**config.mk**
```make
export PLATFORM = sky130hd
export DESIGN_NAME = black_cal
export DESIGN_NICKNAME = d
export VERILOG_FILES = /design/src/shared/black_cal_pkg.sv /design/src/rtl/black_cal.sv
export SDC_FILE = /design/constraint.sdc
export NUM_CORES = 1
export LEC_CHECK = 0
export BUFFER_PORTS_ARGS = -buffer_cell sky130_fd_sc_hd__buf_2
export CELL_PAD_IN_SITES_DETAIL_PLACEMENT = 2
export CELL_PAD_IN_SITES_GLOBAL_PLACEMENT = 2
export CORE_AREA = 2 2 209 191
export CTS_BUF_LIST = sky130_fd_sc_hd__clkbuf_4 sky130_fd_sc_hd__clkbuf_8
export DETAILED_ROUTE_END_ITERATION = 10
export DIE_AREA = 0 0 211 193
export PLACE_DENSITY_LB_ADDON = 0.1
export SYNTH_ARGS = -nofsm -noshare
export SYNTH_HDL_FRONTEND = slang
export SYNTH_SLANG_ARGS = --single-unit
```
**constraint.sdc**
```tcl
create_clock -name clk_sys -period 7.3 [get_ports clk_sys]
set_clock_uncertainty 0.2 [all_clocks]
set_input_delay 0 -clock clk_sys [delete_from_list [all_inputs] [get_ports clk_sys]]
set_output_delay 0 -clock clk_sys [all_outputs]
set_load 0.01 [all_outputs]
```
**src/shared/black_cal_pkg.sv**
```systemverilog
// =====================================================================
// Shared constants and carriers for the black level calibration loop.
// =====================================================================
package black_cal_pkg;

    // =================================================================
    // Widths
    // =================================================================
    localparam int PIX_W    = 10;               // Converter word width.
    localparam int ACC_W    = 16;               // Holds 64 full-scale words.
    localparam int FRAC_W   = 7;                // Filter fraction bits, 1/128.
    localparam int EST_W    = PIX_W + FRAC_W;
    localparam int COARSE_W = 8;
    localparam int FINE_W   = 9;                // Direct writes reach -256 to +255.
    localparam int GAIN_W   = 10;               // Gain code width.
    localparam int GLIN_W   = 10;               // Linear gain, 4 fraction bits.
    localparam int GLIN_FRAC = 4;
    localparam int STEP_W   = GLIN_W + 3;       // Step size times two.
    localparam int ERR_W    = 12;

    // =================================================================
    // Reset values, limits and thresholds
    // =================================================================
    localparam logic [PIX_W-1:0]  TARGET_RST  = 10'h040;
    localparam logic [ERR_W-1:0]  FINE_LIMIT  = 12'h07f;
    localparam logic [2:0]        COUNT_N_MAX = 3'h6;
    localparam logic [GAIN_W-1:0] GAIN_EDGE_A = 10'h040;
    localparam logic [GAIN_W-1:0] GAIN_EDGE_B = 10'h060;
    localparam logic [GAIN_W-1:0] GAIN_EDGE_C = 10'h080;
    localparam logic [2:0]        STEP_N2_A   = 3'h4;     // n = 2.
    localparam logic [2:0]        STEP_N2_B   = 3'h3;     // n = 1.5.
    localparam logic [2:0]        STEP_N2_C   = 3'h2;     // n = 1.
    localparam logic [2:0]        STEP_N2_D   = 3'h1;     // n = 0.5.
    localparam int                FIFO_DEPTH  = 4;

    // =================================================================
    // Types
    // =================================================================
    typedef enum logic [2:0] {
        ST_IDLE = 3'b000,
        ST_ACC  = 3'b001,
        ST_FILT = 3'b010,
        ST_LOOP = 3'b011,
        ST_SKIP = 3'b100
    } cal_state_t;

    // One converter word with its line and frame tags.
    typedef struct packed {
        logic             frame_start;
        logic             black;
        logic [PIX_W-1:0] data;
    } pix_t;

    // Offset DAC codes as driven to the analog front end.
    typedef struct packed {
        logic [COARSE_W-1:0] coarse;
        logic [FINE_W-1:0]   fine;
    } dac_t;

endpackage

```
**src/rtl/black_cal.sv**
```systemverilog
`timescale 1ns/1ps

// =====================================================================
// Word FIFO between the converter stream and the calibration loop.
// =====================================================================
module pix_fifo #(
    parameter int W     = 12,
    parameter int DEPTH = 4
) (
    // Clock and reset
    input  wire logic         clk_sys,
    input  wire logic         sys_rst,
    // Filling side
    input  wire logic         in_valid,
    input  wire logic [W-1:0] in_data,
    output logic              in_ready,
    // Draining side
    output logic              out_valid,
    output logic [W-1:0]      out_data,
    input  wire logic         out_ready
);
    localparam int AW = $clog2(DEPTH);

    typedef struct packed {
        logic [DEPTH-1:0][W-1:0] mem;
        logic [AW-1:0]           wp;
        logic [AW-1:0]           rp;
        logic [AW:0]             cnt;
    } fifo_state_t;

    fifo_state_t q;
    fifo_state_t d;
    logic        push;
    logic        pop;

    // Full and empty follow the occupancy count directly.
    assign in_ready  = (q.cnt != (AW+1)'(DEPTH));
    assign out_valid = (q.cnt != '0);
    assign out_data  = q.mem[q.rp];
    assign push      = in_valid && in_ready;
    assign pop       = out_valid && out_ready;

    // Pointer and storage update.
    always_comb
    begin
        d = q;
        if (push)
        begin
            d.mem[q.wp] = in_data;
            d.wp        = (q.wp == AW'(DEPTH - 1)) ? '0 : q.wp + AW'(1);
        end
        if (pop)
        begin
            d.rp = (q.rp == AW'(DEPTH - 1)) ? '0 : q.rp + AW'(1);
        end
        d.cnt = q.cnt + (AW+1)'(push) - (AW+1)'(pop);
    end

    // State register.
    always_ff @(posedge clk_sys or posedge sys_rst)
    begin
        if (sys_rst)
            q <= '0;
        else
            q <= d;
    end
endmodule

// =====================================================================
// Optical black and offset calibration loop.
// =====================================================================
module black_cal #(
    parameter int FIFO_DEPTH = black_cal_pkg::FIFO_DEPTH
) (
    // Clock and reset
    input  wire logic                                  clk_sys,
    input  wire logic                                  sys_rst,
    // Converter stream and line timing
    input  wire logic                                  pix_valid,
    input  wire logic [black_cal_pkg::PIX_W-1:0]       pixel_output_word,
    input  wire logic                                  black_clamp_pulse_n,
    input  wire logic                                  frame_start,
    output logic                                       pix_ready,
    // Gain setting
    input  wire logic [black_cal_pkg::GAIN_W-1:0]      gain_code,
    input  wire logic [black_cal_pkg::GLIN_W-1:0]      gain_linear,
    // Loop configuration
    input  wire logic [black_cal_pkg::PIX_W-1:0]       hot_limit,
    input  wire logic [black_cal_pkg::PIX_W-1:0]       cold_limit,
    input  wire logic [2:0]                            weight_shift,
    input  wire logic [2:0]                            count_log2,
    input  wire logic                                  sof_fast_en,
    input  wire logic                                  target_load,
    input  wire logic [black_cal_pkg::PIX_W-1:0]       target_value,
    // Direct programming
    input  wire logic                                  direct_mode,
    input  wire logic                                  coarse_wr,
    input  wire logic                                  fine_wr,
    input  wire logic [black_cal_pkg::FINE_W-1:0]      dac_wr_data,
    // Results
    output black_cal_pkg::dac_t                        offset_dac,
    output logic [black_cal_pkg::PIX_W-1:0]            black_estimate,
    output logic [black_cal_pkg::PIX_W-1:0]            black_target_level,
    output logic [black_cal_pkg::STEP_W-1:0]           coarse_step_x2
);
    typedef struct packed {
        black_cal_pkg::cal_state_t                 st;
        logic [black_cal_pkg::ACC_W-1:0]           acc;
        logic [6:0]                                cnt;
        logic [black_cal_pkg::PIX_W-1:0]           prev;
        logic [black_cal_pkg::EST_W-1:0]           est;
        logic                                      first;
        logic [black_cal_pkg::PIX_W-1:0]           target;
        logic [black_cal_pkg::STEP_W-1:0]          step;
        black_cal_pkg::dac_t                       dac;
    } cal_t;

    cal_t                                 q;
    cal_t                                 d;
    black_cal_pkg::pix_t                  in_word;
    black_cal_pkg::pix_t                  w;
    logic                                 w_valid;
    logic                                 take;
    logic [2:0]                           n_eff;
    logic [6:0]                           n_pix;
    logic                                 line_first;
    logic                                 limits_on;
    logic                                 out_of_range;
    logic [black_cal_pkg::PIX_W-1:0]      used;
    logic [black_cal_pkg::PIX_W-1:0]      line_avg;
    logic [2:0]                           k;
    logic signed [black_cal_pkg::EST_W+1:0] delta;
    logic signed [black_cal_pkg::ERR_W-1:0] err;
    logic signed [black_cal_pkg::ERR_W-1:0] fine_tgt;
    logic signed [black_cal_pkg::ERR_W-1:0] step_lsb;
    logic [2:0]                           n2;

    // =================================================================
    // Input buffer
    // =================================================================
    // clamp tags black
    assign in_word = '{frame_start: frame_start, black: !black_clamp_pulse_n, data: pixel_output_word};

    pix_fifo #(
        .W     ($bits(black_cal_pkg::pix_t)),
        .DEPTH (FIFO_DEPTH)
    ) u_fifo (
        .clk_sys   (clk_sys),
        .sys_rst   (sys_rst),
        .in_valid  (pix_valid),
        .in_data   (in_word),
        .in_ready  (pix_ready),
        .out_valid (w_valid),
        .out_data  (w),
        .out_ready (take)
    );

    // The loop stalls the buffer while it filters and steps the DACs.
    assign take = w_valid && (q.st != black_cal_pkg::ST_FILT) && (q.st != black_cal_pkg::ST_LOOP);

    // =================================================================
    // Per-pixel datapath
    // =================================================================
    // count clamped
    assign n_eff = (count_log2 > black_cal_pkg::COUNT_N_MAX) ? black_cal_pkg::COUNT_N_MAX : count_log2;
    assign n_pix = 7'(1) << n_eff;
    assign line_first = q.first || w.frame_start;
    assign limits_on = !(sof_fast_en && line_first);
    assign out_of_range = (w.data > hot_limit) || (w.data < cold_limit);
    assign used = (limits_on && out_of_range) ? q.prev : w.data;
    assign line_avg = black_cal_pkg::PIX_W'(q.acc >> n_eff);
    assign k = (sof_fast_en && q.first) ? 3'h0 : weight_shift;
    assign delta = $signed({2'b00, line_avg, black_cal_pkg::FRAC_W'(0)}) - $signed({2'b00, q.est});
    assign err = $signed({2'b00, q.est[black_cal_pkg::EST_W-1:black_cal_pkg::FRAC_W]})
               - $signed({2'b00, q.target});
    assign fine_tgt = $signed({{(black_cal_pkg::ERR_W-black_cal_pkg::FINE_W){q.dac.fine[8]}}, q.dac.fine}) - err;
    assign step_lsb = $signed(black_cal_pkg::ERR_W'(q.step >> (black_cal_pkg::GLIN_FRAC + 1)));

    always_comb
    begin
        if (gain_code < black_cal_pkg::GAIN_EDGE_A)
            n2 = black_cal_pkg::STEP_N2_A;
        else if (gain_code < black_cal_pkg::GAIN_EDGE_B)
            n2 = black_cal_pkg::STEP_N2_B;
        else if (gain_code < black_cal_pkg::GAIN_EDGE_C)
            n2 = black_cal_pkg::STEP_N2_C;
        else
            n2 = black_cal_pkg::STEP_N2_D;
    end

    // =================================================================
    // Control loop
    // =================================================================
    // Clamps the fine correction into its +/-127 automatic range.
    function automatic logic [black_cal_pkg::FINE_W-1:0] fine_clamp(
        input logic signed [black_cal_pkg::ERR_W-1:0] v
    );
        if (v > $signed(black_cal_pkg::FINE_LIMIT))
            return black_cal_pkg::FINE_W'(black_cal_pkg::FINE_LIMIT);
        else if (v < -$signed(black_cal_pkg::FINE_LIMIT))
            return black_cal_pkg::FINE_W'(-$signed(black_cal_pkg::FINE_LIMIT));
        else
            return black_cal_pkg::FINE_W'(v);
    endfunction

    // Next-state logic for sequencing, filter and DAC codes.
    always_comb
    begin
        d = q;
        d.step = black_cal_pkg::STEP_W'(gain_linear) * black_cal_pkg::STEP_W'(n2);
        if (target_load)
            d.target = target_value;
        if (direct_mode && coarse_wr)
            d.dac.coarse = dac_wr_data[black_cal_pkg::COARSE_W-1:0];
        if (direct_mode && fine_wr)
            d.dac.fine = dac_wr_data;
        if (take && w.frame_start)
            d.first = 1'b1;
        case (q.st)
            black_cal_pkg::ST_IDLE, black_cal_pkg::ST_ACC:
            begin
                if (take && w.black)
                begin
                    d.acc  = q.acc + black_cal_pkg::ACC_W'(used);
                    d.cnt  = q.cnt + 7'h01;
                    d.prev = used;
                    d.st = (q.cnt + 7'h01 == n_pix) ? black_cal_pkg::ST_FILT : black_cal_pkg::ST_ACC;
                end
                else if (take)
                begin
                    d.acc = '0;
                    d.cnt = '0;
                    d.st  = black_cal_pkg::ST_IDLE;
                end
            end
            black_cal_pkg::ST_FILT:
            begin
                d.est = black_cal_pkg::EST_W'($unsigned($signed({2'b00, q.est}) + (delta >>> k)));
                d.acc = '0;
                d.cnt = '0;
                d.st  = black_cal_pkg::ST_LOOP;
            end
            black_cal_pkg::ST_LOOP:
            begin
                if (!direct_mode)
                begin
                    if (fine_tgt > $signed(black_cal_pkg::FINE_LIMIT))
                    begin
                        d.dac.coarse = q.dac.coarse + black_cal_pkg::COARSE_W'(1);
                        d.dac.fine = fine_clamp(fine_tgt - step_lsb);
                    end
                    else if (fine_tgt < -$signed(black_cal_pkg::FINE_LIMIT))
                    begin
                        d.dac.coarse = q.dac.coarse - black_cal_pkg::COARSE_W'(1);
                        d.dac.fine = fine_clamp(fine_tgt + step_lsb);
                    end
                    else
                    begin
                        d.dac.fine = fine_clamp(fine_tgt);
                    end
                end
                d.first = 1'b0;
                d.st    = black_cal_pkg::ST_SKIP;
            end
            black_cal_pkg::ST_SKIP:
            begin
                if (take && !w.black)
                    d.st = black_cal_pkg::ST_IDLE;
            end
            default:
            begin
                d.st = black_cal_pkg::ST_IDLE;
            end
        endcase
    end

    always_ff @(posedge clk_sys or posedge sys_rst)
    begin
        if (sys_rst)
        begin
            q        <= '0;
            q.st     <= black_cal_pkg::ST_IDLE;
            q.target <= black_cal_pkg::TARGET_RST;
            q.prev   <= black_cal_pkg::TARGET_RST;
            q.est    <= {black_cal_pkg::TARGET_RST, black_cal_pkg::FRAC_W'(0)};
        end
        else
            q <= d;
    end

    // Registered results.
    assign offset_dac         = q.dac;
    assign black_estimate     = q.est[black_cal_pkg::EST_W-1:black_cal_pkg::FRAC_W];
    assign black_target_level = q.target;
    assign coarse_step_x2     = q.step;
endmodule

```
# Yosys cells after proc, flatten, opt, wreduce, memory -nomap -nowiden
# Cells that the tools add are included.
# classes
magnitude_cmp	15
n_reduce_logical	26
shift	3
eq_ne	12
mux	32
multipliers	1
add_sub_neg	14
# ops
op	n
2-to-1 mux 9 bit	6
2-to-1 mux 26 bit	2
2-to-1 mux 17 bit	3
bitwise mux 48 bit	1
one-hot mux 23 bit (2 select lines)	1
greater-than comparator 12 x 8 -> 1 bit, second input constant	3
less-than comparator 12 x 8 -> 1 bit, second input constant	3
binary-select mux 12 bit (select 2 bit)	1
demux 12 bit (select 2 bit)	1
2-to-1 mux 12 bit	2
less-than comparator 10 x 7 -> 1 bit, second input constant	2
>>> shifter 18 x 3 -> 17 bit	1
subtractor 17 x 17 -> 18 bit	1
adder 17 bit	1
adder 16 x 10 -> 16 bit	1
2-to-1 mux 8 bit	2
>> shifter 16 x 3 -> 10 bit	1
logical AND 1 bit	13
multiplier 10 x 3 -> 13 bit	1
adder 12 x 9 -> 12 bit	1
2-to-1 mux 3 bit	4
one-hot mux 3 bit (4 select lines)	1
subtractor 12 x 9 -> 12 bit	1
subtractor 9 x 11 -> 12 bit	1
32 further kinds	49
# totals
reg_bits	149
out_inout_bits	51
input_bits	85

# Logic depth before layout (Yosys ltp)
# depth
ltp_word	10
ltp_mapped	27
depth_no_buf	25

# Modules after synthesis
# Synthesis repeated with hierarchy kept, for this count alone.
# hier_totals
hier_cells	1468
hier_area_um2	13505.5
# by_module_without_submodules
module	instances	area_each_um2	cells_each
black_cal	1	10791.6	1314
pix_fifo	1	2713.9	154

# Worst setup path after synthesis
# Ideal clock, no wire load.
# synth_timing
path_type	flip-flop to flip-flop
from	reg u_fifo.q[3] (netlist bit)
to	reg q[87] (netlist bit)
arrival_time_ns	5.254
required_ns	6.975
path_stages_with_launch	24
slack_ns	1.721
period_less_slack_ns	5.579
setup_time_ns	0.125
path_cell_list	dfrtp_1 > buf_2 > buf_1 > mux4_2 > ha_1 > a21o_1 > a21o_1 > a21oi_1 > nor2_1 > o21ai_0 > o21ai_1 > nand2_2 > mux2_2 > ha_1 > fa_1 > a21o_1 > a21oi_1 > o21bai_1 > a21oi_1 > o21bai_1 > a21oi_1 > o21ai_0 > nand3_1 > mux2_2
# synth_between
elab_chain_len	10
# synth_rtl
item	line	rtl
from (decl)	black_cal.sv:31	fifo_state_t q;
from (signal assigned)	black_cal.sv:63	q <= '0;
from (signal assigned)	black_cal.sv:65	q <= d;
binary-select mux 12 bit (select 2 bit) *	black_cal.sv:39	assign out_data = q.mem[q.rp];
2-to-1 mux 12 bit (not written as such) *	black_cal.sv:39	
parallel branches: the longest is 4 deep, another holds greater-than comparator 10 bit	n/a	
2-to-1 mux 10 bit *	black_cal.sv:170	assign used = (limits_on && out_of_range) ? q.prev : w.data;
named net used, one bit	black_cal.sv:129	logic [black_cal_pkg::PIX_W-1:0] used;
adder 16 x 10 -> 16 bit *	black_cal.sv:224	d.acc = q.acc + black_cal_pkg::ACC_W'(used);
2-to-1 mux 26 bit *	black_cal.sv:222	if (take && w.black)
one-hot mux 23 bit (2 select lines) *	black_cal.sv:219	case (q.st)
to (decl)	black_cal.sv:118	cal_t q;
# Mark *: on every way through the listed nets, which the timed path passes. The select of a mux whose other input is x is not followed.
# A chain may end at the register's enable or synchronous reset.

==> metrics <==
post-synthesis xor/xnor area fraction 4.87%; share of cells above drive strength 1 19.3%; post-route ant nets 0; Die Y 193 um; main combinational cell family by area after synthesis compound AO/OA/AOI/OAI gates; DRC Markers 0; Post-synth EDFFs 0; clock transition at the registers of the reported paths 110 ps; DR pass1 iterations 5; synthesized netlist cell count 1,480; initial core utilization 34.4%; Core Rows 69; cell taking the most area after synthesis dfrtp_1; non-filler cells, final 2,136; setup bufs post-CTS 0; final setup violation count 0; compound-gate portion of the synthesized area 18.0%; CTS root buffer clkbuf_8; setup TNS 0 ps; fin crit share 88.6%; number of synthesized register bits 149; clk_lat worst skew 520 ps; FF-to-FF path depth 24; library cells used by synthesis 98; placed cells 2,012; critical path startpoint category flip-flop; largest net degree at the start of global routing 87; average wire per standard cell 19.2 um; Syn Area/Cell 9.00 um^2; status completed; crit path DAT 6740 ps; Detailed Route WL 41.0 mm; first-pass GRT wire length 67.1 mm; GP Congestion 0.782; synthesized-area fraction occupied by adder cells 13.2%; Max FO, Critical Path 8; Post-synth top flop dfrtp_1; Max clock buf depth 2; Area contributors post-synth dfrtp_1, ha_1, mux2_2; post-synthesis mux area share 13.1%; Max-slew headroom 34.4%; CTS tree yes; final max-slew violation count 0; die width 211 um; post-layout util 39.7%; global-route usage over all layers 20.9%; Remaining Overflow, GRT 0; H-tree level count 4; fraction of registers with async set/reset 100%; max-cap viol count 0; Fmax 155 MHz; Yosys warnings 0; via count 11.4k; Vias per Instance 5.33; Mapped Nets 1,696; Worst Path Required 7570 ps; ports placed on the boundary 136; Yosys top cell area share 27.4%; hold path depth 5; core area 38,800 um^2; Layout area overhead 15.4%; Seq/Total Area, Yosys 28.0%; final hold vios 0; DRT iter0 DRCs 476; post-CTS resize count 0; Final Net Count 1,841; min-delay worst type primary input to flip-flop; fin crit period 6470 ps; vias in the first global route 12.4k; antenna violations before repair 2; DP Wirelength 31.0 mm; Reg2Reg Setup Slack 830 ps; CTS Sinks 149; area of the mapped netlist 13,300 um^2; simple-gate share of the synthesized area 14.9%; slew at the pin closest to its max-slew limit 981 ps; Port Buffer Count 130; RSZ-0062 raised after global routing no; crit end category flip-flop; Die ar. 40,700 um^2; hold bufs inserted after CTS 91; critical path class flip-flop to flip-flop; total CTS buffers 17
==> sequential cells by signal (all words and copies together), names as in the netlist <==
register and count:
black_estimate 10, q 44, offset_dac 17, u_fifo.q 55, black_target_level 10, coarse_step_x2 13
==> routing by layer <==
layer,vias up,share of wire (%),global-route usage [%]
li1,5531,-,-
met1,5704,48,27.8
met2,121,48,35.8
met3,30,2.3,3.58
met4,2,1.0,4.17
met5,-,0.032,0
==> through the flow <==
| step | cell area, um^2 | hold slack [ps] | setup slack (ps) |
|---|---|---|---|
| floorplan | 13300 | -88.2 | 1720 |
| global placement | 14100 | 11.2 | 1130 |
| detailed placement | 14100 | 20.9 | 920 |
| CTS | 15400 | 19.4 | 790 |
| global route | 15400 | 56.5 | 270 |
| finish | 15400 | 49.1 | 830 |
==> path summary, 6_finish.rpt <==
check / from / end
max: black_estimate[0] / offset_dac[0]
min: gain_linear[2] / coarse_step_x2[4]
max reg2reg: black_estimate[0] / offset_dac[0]
min reg2reg: u_fifo.q[29] / u_fifo.q[29]
max in group asynchronous: sys_rst / black_estimate[2]
min in group asynchronous: sys_rst / coarse_step_x2[2]
==> layout make-up <==
class,instances,area (um^2)
multi-input cells,1106,8530
flip-flops and latches,149,3730
well taps,497,622
repair buffers,230,1630
inverters,121,459
clock inverters,15,160
clock buffers,17,234
diodes,1,2.50
fillers,4309,23400
==> logic make-up after synthesis <==
kind of cell / Yosys count
AND/OR/NAND/NOR: 400
AO/OA/AOI/OAI: 359
buffers and inverters: 225
flip-flops: 149
multiplexers: 144
adder cells (fa/ha/maj): 131
XOR/XNOR: 72
==> critical path, stage by stage (launching register included) <==
cell and delay, ps:
dfrtp_1 410, inv_1 230, ha_1 220, inv_1 50
fa_1 410, nand2_1 80, nand2_1 60, a21oi_1 210
o21ai_0 130, a21oi_1 240, xnor2_1 100, ha_1 380
or3b_2 450, o311a_1 140, o211ai_2 150, ha_1 340
o21ai_0 180, a21oi_1 220, a221oi_1 120, or3_1 390
a31oi_1 370, a21oi_1 250, a222oi_1 370, a2bb2oi_1 170
dlygate4sd3_1 550
==> cells in the final DEF (no fill, tap or decap), types with 65 or more instances in the layout <==
cell and instances:
ha_1 115, buf_2 130, o21ai_0 105, mux2_2 88, a21oi_1 68, dlygate4sd3_1 91
nor2_1 65, inv_1 120, nand2_1 152, dfrtp_1 146
==> synth_stat cells (9+ instances only) <==
cell type,n
o21ai_0,106
and2_1,17
xor2_1,27
fa_1,16
buf_4,51
o22ai_1,9
dfrtp_1,146
a211o_1,9
mux4_2,15
a21o_1,20
o211ai_1,12
inv_1,121
ha_1,115
xnor2_1,44
a31oi_1,19
nand2b_1,13
mux2_2,88
nand3_1,35
buf_1,11
and3_1,17
nor2b_1,18
nand2_1,152
or3_1,10
a21oi_1,68
a211oi_1,12
mux2i_1,41
nor3_1,22
clkbuf_1,35
o21bai_1,13
nor2_1,65
Power is not shown: default switching activity piles up to over one toggle a cycle in this logic, so the estimate is an artifact.
